**config.mk**
```make
export PLATFORM = sky130hd
export DESIGN_NAME = mic_top
export DESIGN_NICKNAME = d
export VERILOG_FILES = /design/src/mic_pkg.sv /design/src/mic_edge_det.sv /design/src/mic_top.sv
export VERILOG_INCLUDE_DIRS = /design/src
export SDC_FILE = /design/constraint.sdc
export NUM_CORES = 1
export LEC_CHECK = 0
export BUFFER_PORTS_ARGS = -buffer_cell sky130_fd_sc_hd__buf_4
export CAP_MARGIN = 20
export CORE_MARGIN = 2
export CORE_UTILIZATION = 50
export DETAILED_ROUTE_END_ITERATION = 10
export PLACE_DENSITY = 0.86
export SKIP_CTS_REPAIR_TIMING = 1
export SLEW_MARGIN = 15
export SYNTH_ARGS = -nofsm -noshare
export SYNTH_HDL_FRONTEND = slang
export SYNTH_SLANG_ARGS = --single-unit
```
**constraint.sdc**
```tcl
create_clock -name CLK_I -period 2.9 [get_ports CLK_I]
set_input_delay 0.29 -clock CLK_I [delete_from_list [all_inputs] [get_ports CLK_I]]
set_output_delay 0.29 -clock CLK_I [all_outputs]
set_load 0.005 [all_outputs]
```
**src/mic_cfg.svh**
```systemverilog
// Purpose: Constants for the interrupt request controller.
// Assumes: 20 MHz core clock, classic Wishbone register access.
// Notes:   Offsets are byte addresses of 32-bit words.
`ifndef MIC_CFG_SVH
`define MIC_CFG_SVH
`define MIC_OFS_SENS      8'h00
`define MIC_OFS_ENABLE    8'h04
`define MIC_OFS_PENDING   8'h08
`define MIC_OFS_STATUS    8'h0C
`define MIC_SENS_RESET    8'h00
`define MIC_ENABLE_RESET  14'h0000
`define MIC_NSRC          14
`define MIC_VEC_RESET     16'hFFFE
`define MIC_VEC_TRAP      16'hFFFC
`define MIC_VEC_SRC0      16'hFFFA
`define MIC_FIRST_EXT     1
`define MIC_HALT_WAKE     14'h101F
`define MIC_AHALT_WAKE    14'h0A00
`define MIC_AWU_SRC       0
`endif

```
**src/mic_pkg.sv**
```systemverilog
// Purpose: Types for the interrupt request controller.
// Assumes: Nothing beyond the constants header.
// Notes:   Power modes are one-hot.
`default_nettype none
package mic_pkg;
    typedef enum logic [4:0]
    {
        MIC_RUN   = 5'h01,
        MIC_WAIT  = 5'h02,
        MIC_HALT  = 5'h04,
        MIC_AHALT = 5'h08,
        MIC_AUTO_WAKEUP_HALT_MODE = 5'h10
    } mic_mode_t;
endpackage
`default_nettype wire

```
**src/mic_edge_det.sv**
```systemverilog
// Purpose: Sensitivity decode for one external line.
// Assumes: Source is already pin-selected and synchronous.
// Notes:   Edge events are latched; low level requests directly.
`include "mic_cfg.svh"
`default_nettype none
module mic_edge_det
(
    // Clock and reset.
    input  wire logic       clk_i,
    input  wire logic       rst_n_i,
    // Line and configuration.
    input  wire logic       src_i,
    input  wire logic [1:0] sens_i,
    input  wire logic       ack_i,
    // Request.
    output logic            req_o
);
    logic prev_q;
    logic latch_q;
    logic rise;
    logic fall;
    logic ev;
    logic level;

    assign rise  = src_i & ~prev_q;
    assign fall  = ~src_i & prev_q;
    assign ev    = (sens_i == 2'h1) ? rise :
                   (sens_i == 2'h3) ? (rise | fall) : fall;
    assign level = (sens_i == 2'h0) & ~src_i;

    always_ff @(posedge clk_i or negedge rst_n_i)
    begin
        if (!rst_n_i)
        begin
            prev_q  <= 1'b1;
            latch_q <= 1'b0;
        end
        else
        begin
            prev_q <= src_i;
            if (ev)
                latch_q <= 1'b1;
            else if (ack_i)
                latch_q <= 1'b0;
        end
    end

    assign req_o = latch_q | level;
endmodule
`default_nettype wire

```
**src/mic_top.sv**
```systemverilog
// Purpose: Interrupt request, priority, vector and wake-up logic.
// Assumes: Core signals trap, entry, return and mode entry as pulses.
// Notes:   Sources 0..13 in descending priority order after reset, trap.
//
// Decided for this implementation: the Wishbone slave port and the register offsets.
`include "mic_cfg.svh"
`default_nettype none
module mic_top
    import mic_pkg::*;
(
    // Clock and reset.
    input  wire logic        CLK_I,
    input  wire logic        RESETN_I,
    // Wishbone slave.
    input  wire logic        CYC_I,
    input  wire logic        STB_I,
    input  wire logic        WE_I,
    input  wire logic [7:0]  ADR_I,
    input  wire logic [3:0]  SEL_I,
    input  wire logic [31:0] DAT_I,
    output logic      [31:0] DAT_O,
    output logic             ACK_O,
    // Sources after pin selection.
    input  wire logic [3:0]  EXT_LINE_I,
    input  wire logic [13:0] PERIPH_FLAG_I,
    input  wire logic [13:0] PERIPH_CLEAR_I,
    // Core handshake.
    input  wire logic        TRAP_I,
    input  wire logic        ENTRY_I,
    input  wire logic        RETURN_FROM_IRQ_INSTR_I,
    input  wire logic        WFI_I,
    input  wire logic        HALT_I,
    input  wire logic        AHALT_I,
    input  wire logic        AUTO_WAKEUP_HALT_MODE_I,
    output logic             IRQ_O,
    output logic      [15:0] VECTOR_O,
    output logic             MASK_O,
    output logic             WAKE_O,
    output logic      [4:0]  MODE_O
);
    import mic_pkg::*;

    // ------------------------------------------------------------
    // Reset synchroniser
    // ------------------------------------------------------------
    logic rs1_q;
    logic rst_n;

    always_ff @(posedge CLK_I or negedge RESETN_I)
    begin
        if (!RESETN_I)
        begin
            rs1_q <= 1'b0;
            rst_n <= 1'b0;
        end
        else
        begin
            rs1_q <= 1'b1;
            rst_n <= rs1_q;
        end
    end

    // ------------------------------------------------------------
    // State
    // ------------------------------------------------------------
    logic [7:0]  sens_q;
    logic [13:0] en_q;
    logic [13:0] pend_q;
    logic        mask_q;
    logic        rst_pend_q;
    logic        trap_pend_q;
    logic [3:0]  ext_req;
    logic [13:0] req;
    logic [13:0] unmasked;
    logic [13:0] ack_vec;
    logic        sel_valid;
    logic [3:0]  sel_idx;
    mic_mode_t   mode_q;
    logic        wb_hit;
    logic        wr;

    function automatic logic [15:0] src_vec(input logic [3:0] idx);
        src_vec = `MIC_VEC_SRC0 - {11'h000, idx, 1'b0};
    endfunction

    assign wb_hit = CYC_I & STB_I & ~ACK_O;
    assign wr     = wb_hit & WE_I & SEL_I[0];

    // ------------------------------------------------------------
    // External lines
    // ------------------------------------------------------------
    genvar g;
    generate
        for (g = 0; g < 4; g++)
        begin : g_ext
            mic_edge_det u_det
            (
                .clk_i   (CLK_I),
                .rst_n_i (rst_n),
                .src_i   (EXT_LINE_I[g]),
                .sens_i  (sens_q[2*g+1 -: 2]),
                .ack_i   (ack_vec[g+1]),
                .req_o   (ext_req[g])
            );
        end
    endgenerate

    // ------------------------------------------------------------
    // Pending latches
    // ------------------------------------------------------------
    always_ff @(posedge CLK_I or negedge rst_n)
    begin
        if (!rst_n)
            pend_q <= 14'h0000;
        else
            pend_q <= (pend_q | PERIPH_FLAG_I) & ~PERIPH_CLEAR_I & ~ack_vec;
    end

    always_comb
    begin
        req = pend_q;
        req[4:1] = ext_req;
    end

    assign unmasked  = req & en_q & {14{~mask_q}};
    assign sel_valid = |unmasked;

    always_comb
    begin
        sel_idx = 4'h0;
        for (int i = 13; i >= 0; i--)
            if (unmasked[i])
                sel_idx = i[3:0];
    end

    always_comb
    begin
        ack_vec = 14'h0000;
        if (ENTRY_I & ~rst_pend_q & ~trap_pend_q & sel_valid)
            ack_vec[sel_idx] = 1'b1;
    end

    // ------------------------------------------------------------
    // Mask, reset and trap
    // ------------------------------------------------------------
    always_ff @(posedge CLK_I or negedge rst_n)
    begin
        if (!rst_n)
        begin
            mask_q      <= 1'b1;
            rst_pend_q  <= 1'b1;
            trap_pend_q <= 1'b0;
        end
        else
        begin
            if (ENTRY_I)
                mask_q <= 1'b1;
            else if (RETURN_FROM_IRQ_INSTR_I | WFI_I | HALT_I | AHALT_I | AUTO_WAKEUP_HALT_MODE_I)
                mask_q <= 1'b0;
            if (ENTRY_I)
                rst_pend_q <= 1'b0;
            if (TRAP_I)
                trap_pend_q <= 1'b1;
            else if (ENTRY_I & ~rst_pend_q)
                trap_pend_q <= 1'b0;
        end
    end

    // ------------------------------------------------------------
    // Request and vector outputs
    // ------------------------------------------------------------
    always_ff @(posedge CLK_I or negedge rst_n)
    begin
        if (!rst_n)
        begin
            IRQ_O    <= 1'b0;
            VECTOR_O <= `MIC_VEC_RESET;
            MASK_O   <= 1'b1;
        end
        else
        begin
            IRQ_O  <= rst_pend_q | trap_pend_q | TRAP_I | sel_valid;
            MASK_O <= mask_q;
            if (rst_pend_q)
                VECTOR_O <= `MIC_VEC_RESET;
            else if (trap_pend_q | TRAP_I)
                VECTOR_O <= `MIC_VEC_TRAP;
            else
                VECTOR_O <= src_vec(sel_idx);
        end
    end

    // ------------------------------------------------------------
    // Power mode and wake-up
    // ------------------------------------------------------------
    logic [13:0] wake_set;

    always_comb
    begin
        case (mode_q)
            MIC_WAIT:  wake_set = 14'h3FFF;
            MIC_HALT:  wake_set = `MIC_HALT_WAKE & 14'h3FFE;
            MIC_AUTO_WAKEUP_HALT_MODE: wake_set = `MIC_HALT_WAKE;
            MIC_AHALT: wake_set = `MIC_AHALT_WAKE;
            default:   wake_set = 14'h0000;
        endcase
    end

    always_ff @(posedge CLK_I or negedge rst_n)
    begin
        if (!rst_n)
        begin
            mode_q <= MIC_RUN;
            WAKE_O <= 1'b0;
            MODE_O <= 5'h01;
        end
        else
        begin
            WAKE_O <= 1'b0;
            if (WFI_I)
                mode_q <= MIC_WAIT;
            else if (HALT_I)
                mode_q <= MIC_HALT;
            else if (AHALT_I)
                mode_q <= MIC_AHALT;
            else if (AUTO_WAKEUP_HALT_MODE_I)
                mode_q <= MIC_AUTO_WAKEUP_HALT_MODE;
            else if (mode_q != MIC_RUN && |(req & en_q & wake_set))
            begin
                mode_q <= MIC_RUN;
                WAKE_O <= 1'b1;
            end
            MODE_O <= mode_q;
        end
    end

    // ------------------------------------------------------------
    // Register file
    // ------------------------------------------------------------
    always_ff @(posedge CLK_I or negedge rst_n)
    begin
        if (!rst_n)
        begin
            sens_q <= `MIC_SENS_RESET;
            en_q   <= `MIC_ENABLE_RESET;
        end
        else
        begin
            if (wr && ADR_I == `MIC_OFS_SENS && mask_q)
                sens_q <= DAT_I[7:0];
            if (wr && ADR_I == `MIC_OFS_ENABLE)
                en_q[7:0] <= DAT_I[7:0];
            if (wb_hit && WE_I && SEL_I[1] && ADR_I == `MIC_OFS_ENABLE)
                en_q[13:8] <= DAT_I[13:8];
        end
    end

    always_ff @(posedge CLK_I or negedge rst_n)
    begin
        if (!rst_n)
        begin
            ACK_O <= 1'b0;
            DAT_O <= 32'h0000_0000;
        end
        else
        begin
            ACK_O <= wb_hit;
            DAT_O <= 32'h0000_0000;
            if (wb_hit && !WE_I)
            begin
                case (ADR_I)
                    `MIC_OFS_SENS:    DAT_O <= {24'h000000, sens_q};
                    `MIC_OFS_ENABLE:  DAT_O <= {18'h00000, en_q};
                    `MIC_OFS_PENDING: DAT_O <= {18'h00000, req};
                    `MIC_OFS_STATUS:  DAT_O <= {26'h0000000, mode_q, mask_q};
                    default:          DAT_O <= 32'h0000_0000;
                endcase
            end
        end
    end
endmodule
`default_nettype wire

```
# Word level (Yosys, flattened, before mapping)
# Index checks and enable logic that the tools add are counted.
word_totals:
  regBits: 111
  inputBits: 88
  out_inout_bits: 57
  word_cells: 175
op_classes:
  add_sub_neg: 1
  order_cmp: 2
  n_eq_ne: 16
  muxes: 52
  bitwise_logic: 55
  reduce_logical: 24
ops:
  columns: ["operator", "count"]
  rows:
  - ["$pmux W14 S4", 2]
  - ["$and A14 B14 Y14", 5]
  - ["$mux W4", 14]
  - ["$mux W16", 2]
  - ["$mux W14", 2]
  - ["$not A14 Y14", 2]
  - ["$reduce_or A14 Y1", 2]
  - ["$mux W1", 26]
  - ["$mux W5", 5]
  - ["$and A1 B1 Y1", 19]
  - ["$eq A8 B4 Y1 const B", 2]
  - ["$or A1 B1 Y1", 16]
  - ["$or A14 B14 Y14", 1]
  - ["$not A1 Y1", 12]
  - ["$reduce_bool A2 Y1", 6]
  - ["$logic_and A1 B1 Y1", 9]
  - ["$eq A2 B1 Y1 const B", 4]
  - ["$eq A2 B2 Y1 const B", 4]
  - ["$eq A8 B3 Y1 const B", 1]
  - ["$logic_not A2 Y1", 4]
  - ["$logic_not A8 Y1", 1]
  - ["$sub A4 B6 Y7 const A", 1]
  - ["$eq A5 B2 Y1 const B", 1]
  - ["$eq A5 B3 Y1 const B", 1]
  - ["8 further kinds", 8]

# Longest topological paths before layout
# Gate-level depths: netlist (run 1).
logic_depth:
  ltp_word: 26
  ltp_mapped: 8
  depth_no_buf: 8

# Cells and area by module
# A second synthesis (run 1) with hierarchy kept.
hier_totals:
  hier_cells: 352
  area_unflattened_um2: 3942.5
by_module_without_submodules:
  columns: ["mod", "instances", "cells_each", "area_per_inst_um2", "seq_area_each_um2"]
  rows:
  - ["mic_top", 1, 300, 3422.0, 1764.2]
  - ["mic_edge_det", 4, 13, 130.1, 51.3]

# Least setup slack after synthesis (run 1)
# OpenSTA, ideal clock, no wires.
synth_timing:
  path_type: "register to register"
  startpoint: "reg sens_q[7]"
  endpoint: "reg VECTOR_O[4]"
  setup_time_ns: 0.091
  arrival_time_ns: 1.558
  required_ns: 2.809
  path_slack_ns: 1.251
  path_stages_with_launch: 9
  synth_period_minus_slack_ns: 1.649
  cell_sequence: "dfrtp_1 nor3_2 o21ai_4 a31oi_1 a21oi_1 nor2_1 ha_1 xor2_1 nand2_1"
synth_via:
  elab_chain_len: 13
synth_rtl:
  columns: ["item", "line_no", "rtl"]
  rows:
  - ["start, declared", "mic_top.sv:66", "logic [7:0] sens_q;"]
  - ["start signal, assigned", "mic_top.sv:244", "sens_q <= `MIC_SENS_RESET;"]
  - ["start signal, assigned", "mic_top.sv:250", "sens_q <= DAT_I[7:0];"]
  - ["$logic_not A2 Y1", "mic_edge_det.sv:29", "assign level = (sens_i == 2'h0) & ~src_i;"]
  - ["$and A1 B1 Y1", "mic_edge_det.sv:29", null]
  - ["$or A1 B1 Y1", "mic_edge_det.sv:48", "assign req_o = latch_q | level;"]
  - ["$and A14 B14 Y14 (2 in a row)", "mic_top.sv:125", "assign unmasked = req & en_q & {14{~mask_q}};"]
  - ["$mux W4 (5 in a row)", "mic_top.sv:132", "if (unmasked[i])"]
  - ["$sub A4 B6 Y7 (no source line)", null, null]
  - ["$mux W16", "mic_top.sv:186", "else if (trap_pend_q | TRAP_I)"]
  - ["$mux W16", "mic_top.sv:184", "if (rst_pend_q)"]
  - ["end signal, assigned", "mic_top.sv:185", "VECTOR_O <= `MIC_VEC_RESET;"]
  - ["end signal, assigned", "mic_top.sv:187", "VECTOR_O <= `MIC_VEC_TRAP;"]
  - ["end signal, assigned", "mic_top.sv:189", "VECTOR_O <= src_vec(sel_idx);"]
  - ["end, declared", "mic_top.sv:36", "output logic [15:0] VECTOR_O,"]
# Every way passes these cells.
# A chain may end at the register's enable or synchronous reset.

# Worst setup path after layout (run 1)
layout_timing:
  startpoint: "reg pend_q[7]"
  endpoint: "reg pend_q[11]"
layout_via:
  elab_chain_len: 17
layout_rtl:
  columns: ["item", "line_no", "rtl"]
  rows:
  - ["start, declared", "mic_top.sv:68", "logic [13:0] pend_q;"]
  - ["start signal, assigned", "mic_top.sv:116", "pend_q <= (pend_q | PERIPH_FLAG_I) & ~PERIPH_CLEAR_I & ~ack_vec;"]
  - ["$and A14 B14 Y14 * (2 in a row)", "mic_top.sv:125", null]
  - ["$mux W4 (8 in a row)", "mic_top.sv:132", null]
  - ["$lt A4 B5 Y1 (implied by the code) / $ge A4 B1 Y1 (equally long branches)", "mic_top.sv:140", "ack_vec[sel_idx] = 1'b1;"]
  - ["$logic_and A1 B1 Y1 (implied by the code)", "mic_top.sv:140", null]
  - ["$mux W1 (implied by the code)", "mic_top.sv:140", null]
  - ["$demux W1 S4", "mic_top.sv:140", null]
  - ["$mux W14 *", "mic_top.sv:139", "if (ENTRY_I & ~rst_pend_q & ~trap_pend_q & sel_valid)"]
  - ["$not A14 Y14 *", "mic_top.sv:116", null]
  - ["$and A14 B14 Y14 *", "mic_top.sv:116", null]
# Mark *: on every way between the ends. The rest lies on a longest branch, timed or not.

==> metrics, run 1 <==
RSZ-0062 raised after global routing false; WS Path Type flip-flop to flip-flop; Detail Placement HPWL 6.91 mm; Hold Crit Class input port to flip-flop; Final ANT Viol Nets 0; CTS tree yes; WP data arrival 2.26 ns; Ys Warns 0; Post-synth ARST share 1.00; clock root buffer clkbuf_8; total wire length 9.19 mm; layout cells sized above 1 0.364; wire per inst 16.4 um; max_cap viols 0; max-slew violation count 0; worst hold slack 0.0540 ns; Period minus WS final 2.05 ns; CTS sink cnt 78; GP Congestion 0.948; total global routing overflow 0; Clk Latency, worst-skew pair 0.36 ns; Inserted Clock Buffers 9; first-pass GRT wire length 14.7 mm; final worst slack 0.850 ns; Synth Instances 363; Main synth FF type dfrtp_1; number of synthesized register bits 78; placeable core area 7730 sq um; Initial Util 0.516; total power divided by cell area 476 nW/um^2; ranking of synthesized cells by area dfrtp_1 (40%), dfstp_2 (9.2%), mux2_2 (6.2%); pre-CTS setup slack 0.922 ns; initial antenna violation count 0; die area 8710 sq um; largest net degree at the start of global routing 77; worst-margin pin slew 0.810 ns; total track usage 0.217; Mapped Area 3990 sq um; Yosys top cell area share 0.402; Critical Path Start Type flip-flop; post-placement cell count 544; area added between synthesis and finish 22.7%; # rows 32; final core utilization 0.633; relative slew slack 0.455; first drt pass iteration count 4; Die W 93.3 um; DRC errors left 0; Hold Fails Final Rpt 0; Worst-path clk slew 0.08 ns; crit path max fanout 5; Yosys cell types 62; peak supply drop 0.310 mV; WP data required 3.11 ns; via count 3046; n_diodes 0; Critical Path End Type flip-flop; Die Span Y 93.3 um; Setup-failing EPs final 0; Port Buffers 87; Leak 2.36 nW; Post-synth EDFFs 0; CTS max path bufs 2; Final #Nets 551; crit share post-route 0.707; vias in the first global route 3000; mean post-synth cell area 11.0 sq um; # fillers 613; initial drt markers 197; # IOs 145; Avg Vias per Cell 5.43; Clock Skew 0.00602 ns; area leader, netlist dfrtp_1; htree depth 3; register area share after synthesis 0.494; fmax 488 MHz; status complete, no violations; Post-Layout Cell Count 561; Sum Neg Setup Slack 0 ns
[synth_stat cells (2+ instances only)]
master	count
nand2b_1	3
mux2_2	22
conb_1	2
a211oi_1	13
a311oi_2	2
nand3_1	5
nor3_1	6
clkbuf_1	6
buf_2	2
and3_1	3
nor4_1	3
a21o_1	2
buf_4	29
nor2_1	40
o21a_1	5
dfrtp_1	64
xor2_1	2
nor2b_1	11
and2_1	3
a21oi_1	14
ha_1	9
nor3_2	3
o31ai_1	2
o21ai_1	4
inv_1	18
o21ai_2	2
a32o_1	2
o21ai_4	2
a211oi_2	4
dfstp_2	14
a22oi_1	10
nor3b_1	2
o21ai_0	3
a31oi_1	3
mux2i_1	6
mux4_2	2
nand2_1	15
[placed cells by master (no fill, tap or decap), drive strengths merged, types with 6 or more instances in the layout]
master	count
clkbuf	9
buf	88
a211oi	17
dfrtp	64
a22oi	10
o21ai	11
conb	31
nand3	6
nor3	9
inv	18
a21oi	14
mux2i	6
nand2	16
dfstp	14
nor2b	12
mux2	22
ha	9
nor2	40
[worst paths after layout]
check	start	end	slack, ns	depth (start not counted)
worst min-delay path	EXT_LINE_I[0]	g_ext[0].u_det.prev_q$_DFF_PN1_	0.05	1
worst max register to register	pend_q[7]$_DFF_PN0_	pend_q[11]$_DFF_PN0_	0.85	4
min in group asynchronous	RESETN_I	rst_n$_DFF_PN0_	0.25	2
worst min register to register	rst_n$_DFF_PN0_	trap_pend_q$_DFFE_PN0P_	0.27	1
worst max-delay path	pend_q[7]$_DFF_PN0_	pend_q[11]$_DFF_PN0_	0.85	4
max in group asynchronous	rst_n$_DFF_PN0_	mask_q$_DFFE_PN1P_	2.24	1
[worst max-delay path, cell delays in order (launching register included)]
cell and delay [ns]:
dfrtp_1 0.44, a22oi_1 0.45, a31oi_1 0.28, nor4_2 0.58, a211oi_1 0.15
[state kept, by name, indices dropped and copies added, names as in the netlist]
signal	cells
DAT_O	14
trap_pend_q	1
WAKE_O	1
mask_q	1
mode_q	5
ACK_O	1
rst_pend_q	1
rs1_q	1
MASK_O	1
en_q	14
g_ext.u_det.latch_q	4
pend_q	10
sens_q	8
VECTOR_O	5
IRQ_O	1
MODE_O	5
g_ext.u_det.prev_q	4
rst_n	1
[where the power goes]
part	internal (mW)	total [mW]	switching [mW]
clock network	0.567	0.968	0.402
logic	0.104	0.211	0.108
registers	1.12	1.15	0.0300
total	1.79	2.33	0.540
[cell type report]
type	instances	area, sq um	share of cell area
Sequential cell	78	1970	0.403
Timing Repair Buffer	89	683	0.140
Clock inverter	7	113	0.0230
Multi-Input combinational cell	258	1810	0.369
Inverter	18	67.6	0.0138
Tap cell	102	128	0.0261
Clock buffer	9	124	0.0253
[per-layer routing]
metal,global-route usage,up-vias,routed length (um)
met1,0.285,1474,3720
met3,0.0475,20,695
met2,0.357,141,4620
met4,0.0760,0,156
met5,0,-,0
li1,-,1411,-
[cell families (layout without fill, tap and decap cells)]
logic type               count (synthesis)  in the layout  synth area share
AO/OA/AOI/OAI                           80             80             0.161
AND/OR/NAND/NOR                        105            105             0.139
other                                    2             31           0.00188
buffers and inverters                   56            123            0.0806
multiplexers                            30             30            0.0885
XOR/XNOR                                 3              3           0.00659
adder cells (fa/ha/maj)                  9              9            0.0282
flip-flops                              78             78             0.494
[stage by stage]
step	area [sq um]	total power, mW
after floorplan	4100	1.29
after global placement	4640	1.37
after detailed placement	4640	1.38
after CTS	4880	2.33
after global routing	4890	2.41
final	4890	2.33
Note: power is estimated with default switching activity, not from simulation.
==> run 2: changes to the inputs <==
- CORE_UTILIZATION: 50 -> 45
- PLACE_DENSITY: 0.86 -> 0.82
- clock period: 2.9 -> 1.7 ns (I/O delays scaled with it)
==> run 2 against run 1 <==
  * The run now ends with negative setup slack left
  * Die area is 11% higher
  * Maximum frequency is 1.6% lower
  * Core utilization is 5.2 points higher
  * Largest power group unchanged
  * Highest routed layer unchanged
==> metrics, run 2 (synthesis gave the netlist of run 1 again) <==
wire per inst 20.4 um (+25%); Die Span Y 98.1 um (+5.2%); Sum Neg Setup Slack -3.88 ns (-3.88 ns); peak supply drop 0.412 mV (+33%); # rows 34 (+6.3%); slowest CP cell dfrtp_2; status finished with violations; # IOs 145 (unchanged); htree depth 3 (unchanged); CP peak stage delay 0.46 ns (-0.12 ns); layout cells sized above 1 0.490 (+0.126); WP data arrival 2.34 ns (+0.08 ns); max-slew violation count 0 (unchanged); Setup-failing EPs final 24 (+24); Inserted Clock Buffers 9 (unchanged); biggest regs DAT_O: 14 flops, en_q: 14 flops, pend_q: 10 flops; total track usage 0.223 (+0.00587); placeable core area 8640 sq um (+12%); failing checks negative setup slack; die area 9630 sq um (+11%); Hold Fails Final Rpt 0 (unchanged); max_cap viols 0 (unchanged); final core utilization 0.684 (+0.0515); Clk Latency, worst-skew pair 0.38 ns (+0.02 ns); vias in the first global route 3380 (+13%); initial antenna violation count 0 (unchanged); total wire length 13.4 mm (+46%); WP data required 1.95 ns (-1.16 ns); first drt pass iteration count 5 (+1); Period minus WS final 2.08 ns (+0.0343 ns); Die W 98.1 um (+5.2%); total power divided by cell area 712 nW/um^2 (+50%); DRC errors left 0 (unchanged); CTS tree yes; Worst-path clk slew 0.08 ns (about the same); Port Buffers 87 (unchanged); n_diodes 0 (unchanged); Avg Vias per Cell 5.70 (+5.0%); WS Path Type flip-flop to flip-flop; first-pass GRT wire length 16.8 mm (+15%); Detail Placement HPWL 7.65 mm (+11%); CTS sink cnt 78 (unchanged); final worst slack -0.384 ns (-1.23 ns); CTS max path bufs 2 (unchanged); CP Cell Sequence a22o_1 -> o21ai_2 -> nand3_2 -> a31oi_4 -> nor2_1 -> a211oi_1; RSZ-0062 raised after global routing true; total global routing overflow 0 (unchanged); Final ANT Viol Nets 0 (unchanged); via count 3745 (+23%); Clock Skew 0.0143 ns (+0.00831 ns); largest net degree at the start of global routing 77 (unchanged); clock root buffer clkbuf_8; Critical Path Start Type flip-flop; commonest non-fill, non-tap cell in the layout buf_4; Leak 2.83 nW (+20%); Buf/Inv on CP 0 (unchanged); Initial Util 0.462 (-0.0543); commonest non-fill, non-tap cells in the layout buf_4 (151), dfrtp_1 (62), nor2_1 (37); Hold Crit Class input port to flip-flop; GP Congestion 0.882 (-6.9%); Final #Nets 641 (+16%); CP delay by family, top compound AO/OA/AOI/OAI gates; initial drt markers 412 (+110%); crit share post-route 1.23 (+0.519); Critical Path End Type flip-flop; fmax 480 MHz (-1.6%); area added between synthesis and finish 48.2%; crit path max fanout 5 (unchanged)
==> run 2: changes by cell type in the layout (fill, tap and decap cells not counted), moves of 3 or more <==
cell           previous run  this run
a211oi_1                 13         9
a211oi_2                  4         7
a22oi_1                  10         7
a22oi_2                   0         3
buf_4                    87       151
buf_6                     0         6
dlygate4sd3_1             1        19
nor2_1                   40        37
nor2_2                    0         3
nor3_1                    6         3
nor3_4                    0         3
==> run 2: final timing paths <==
| kind | startpoint | to | slack (ns) | depth (start not counted) |
|---|---|---|---|---|
| max | pend_q[9]$_DFF_PN0_ | pend_q[5]$_DFF_PN0_ | -0.38 | 6 |
| min | TRAP_I | trap_pend_q$_DFFE_PN0P_ | 0.006 | 2 |
| max reg2reg | pend_q[9]$_DFF_PN0_ | pend_q[5]$_DFF_PN0_ | -0.38 | 6 |
| min reg2reg | rst_n$_DFF_PN0_ | DAT_O[2]$_DFF_PN0_ | 0.28 | 1 |
| max in group asynchronous | rst_n$_DFF_PN0_ | g_ext[3].u_det.prev_q$_DFF_PN1_ | 1.03 | 1 |
| min in group asynchronous | RESETN_I | rst_n$_DFF_PN0_ | 0.11 | 2 |
==> run 2: power by group <==
group | leakage [nW] | switching (mW) | internal [mW]
sequential | 0.981 | 0.0496 | 1.91
combinational | 1.72 | 0.262 | 0.263
clock | 0.121 | 0.710 | 1.01
total | 2.83 | 1.02 | 3.19
==> run 2: per-layer routing <==
layer | vias to the layer above | part of all wire | GRT usage
li1 | 1592 | - | -
met1 | 1814 | 0.37 | 0.279
met2 | 262 | 0.49 | 0.379
met3 | 77 | 0.076 | 0.0444
met4 | 0 | 0.061 | 0.0938
met5 | - | 0 | 0
==> run 2: cell type report <==
class	instances	area (sq um)
sequential	78	1970
timing repair buffer	179	1450
clock inverter	4	95.1
tap	108	135
fill	551	2730
clock buffer	12	145
inverter	18	67.6
multi-input combinational	258	2040
==> run 2: metrics by stage <==
step	total power [mW]	instances	hold WS, ns	worst slack [ns]	instance area [sq um]
floorplan	2.20	392	-0.126	0.0505	4100
global placement	2.39	606	-0.0475	-0.0688	5080
detailed placement	2.41	606	-0.0447	-0.139	5080
CTS	4.09	622	-0.436	-0.167	5330
global route	4.33	657	0.0129	-0.399	5910
finish	4.21	657	0.00562	-0.384	5910
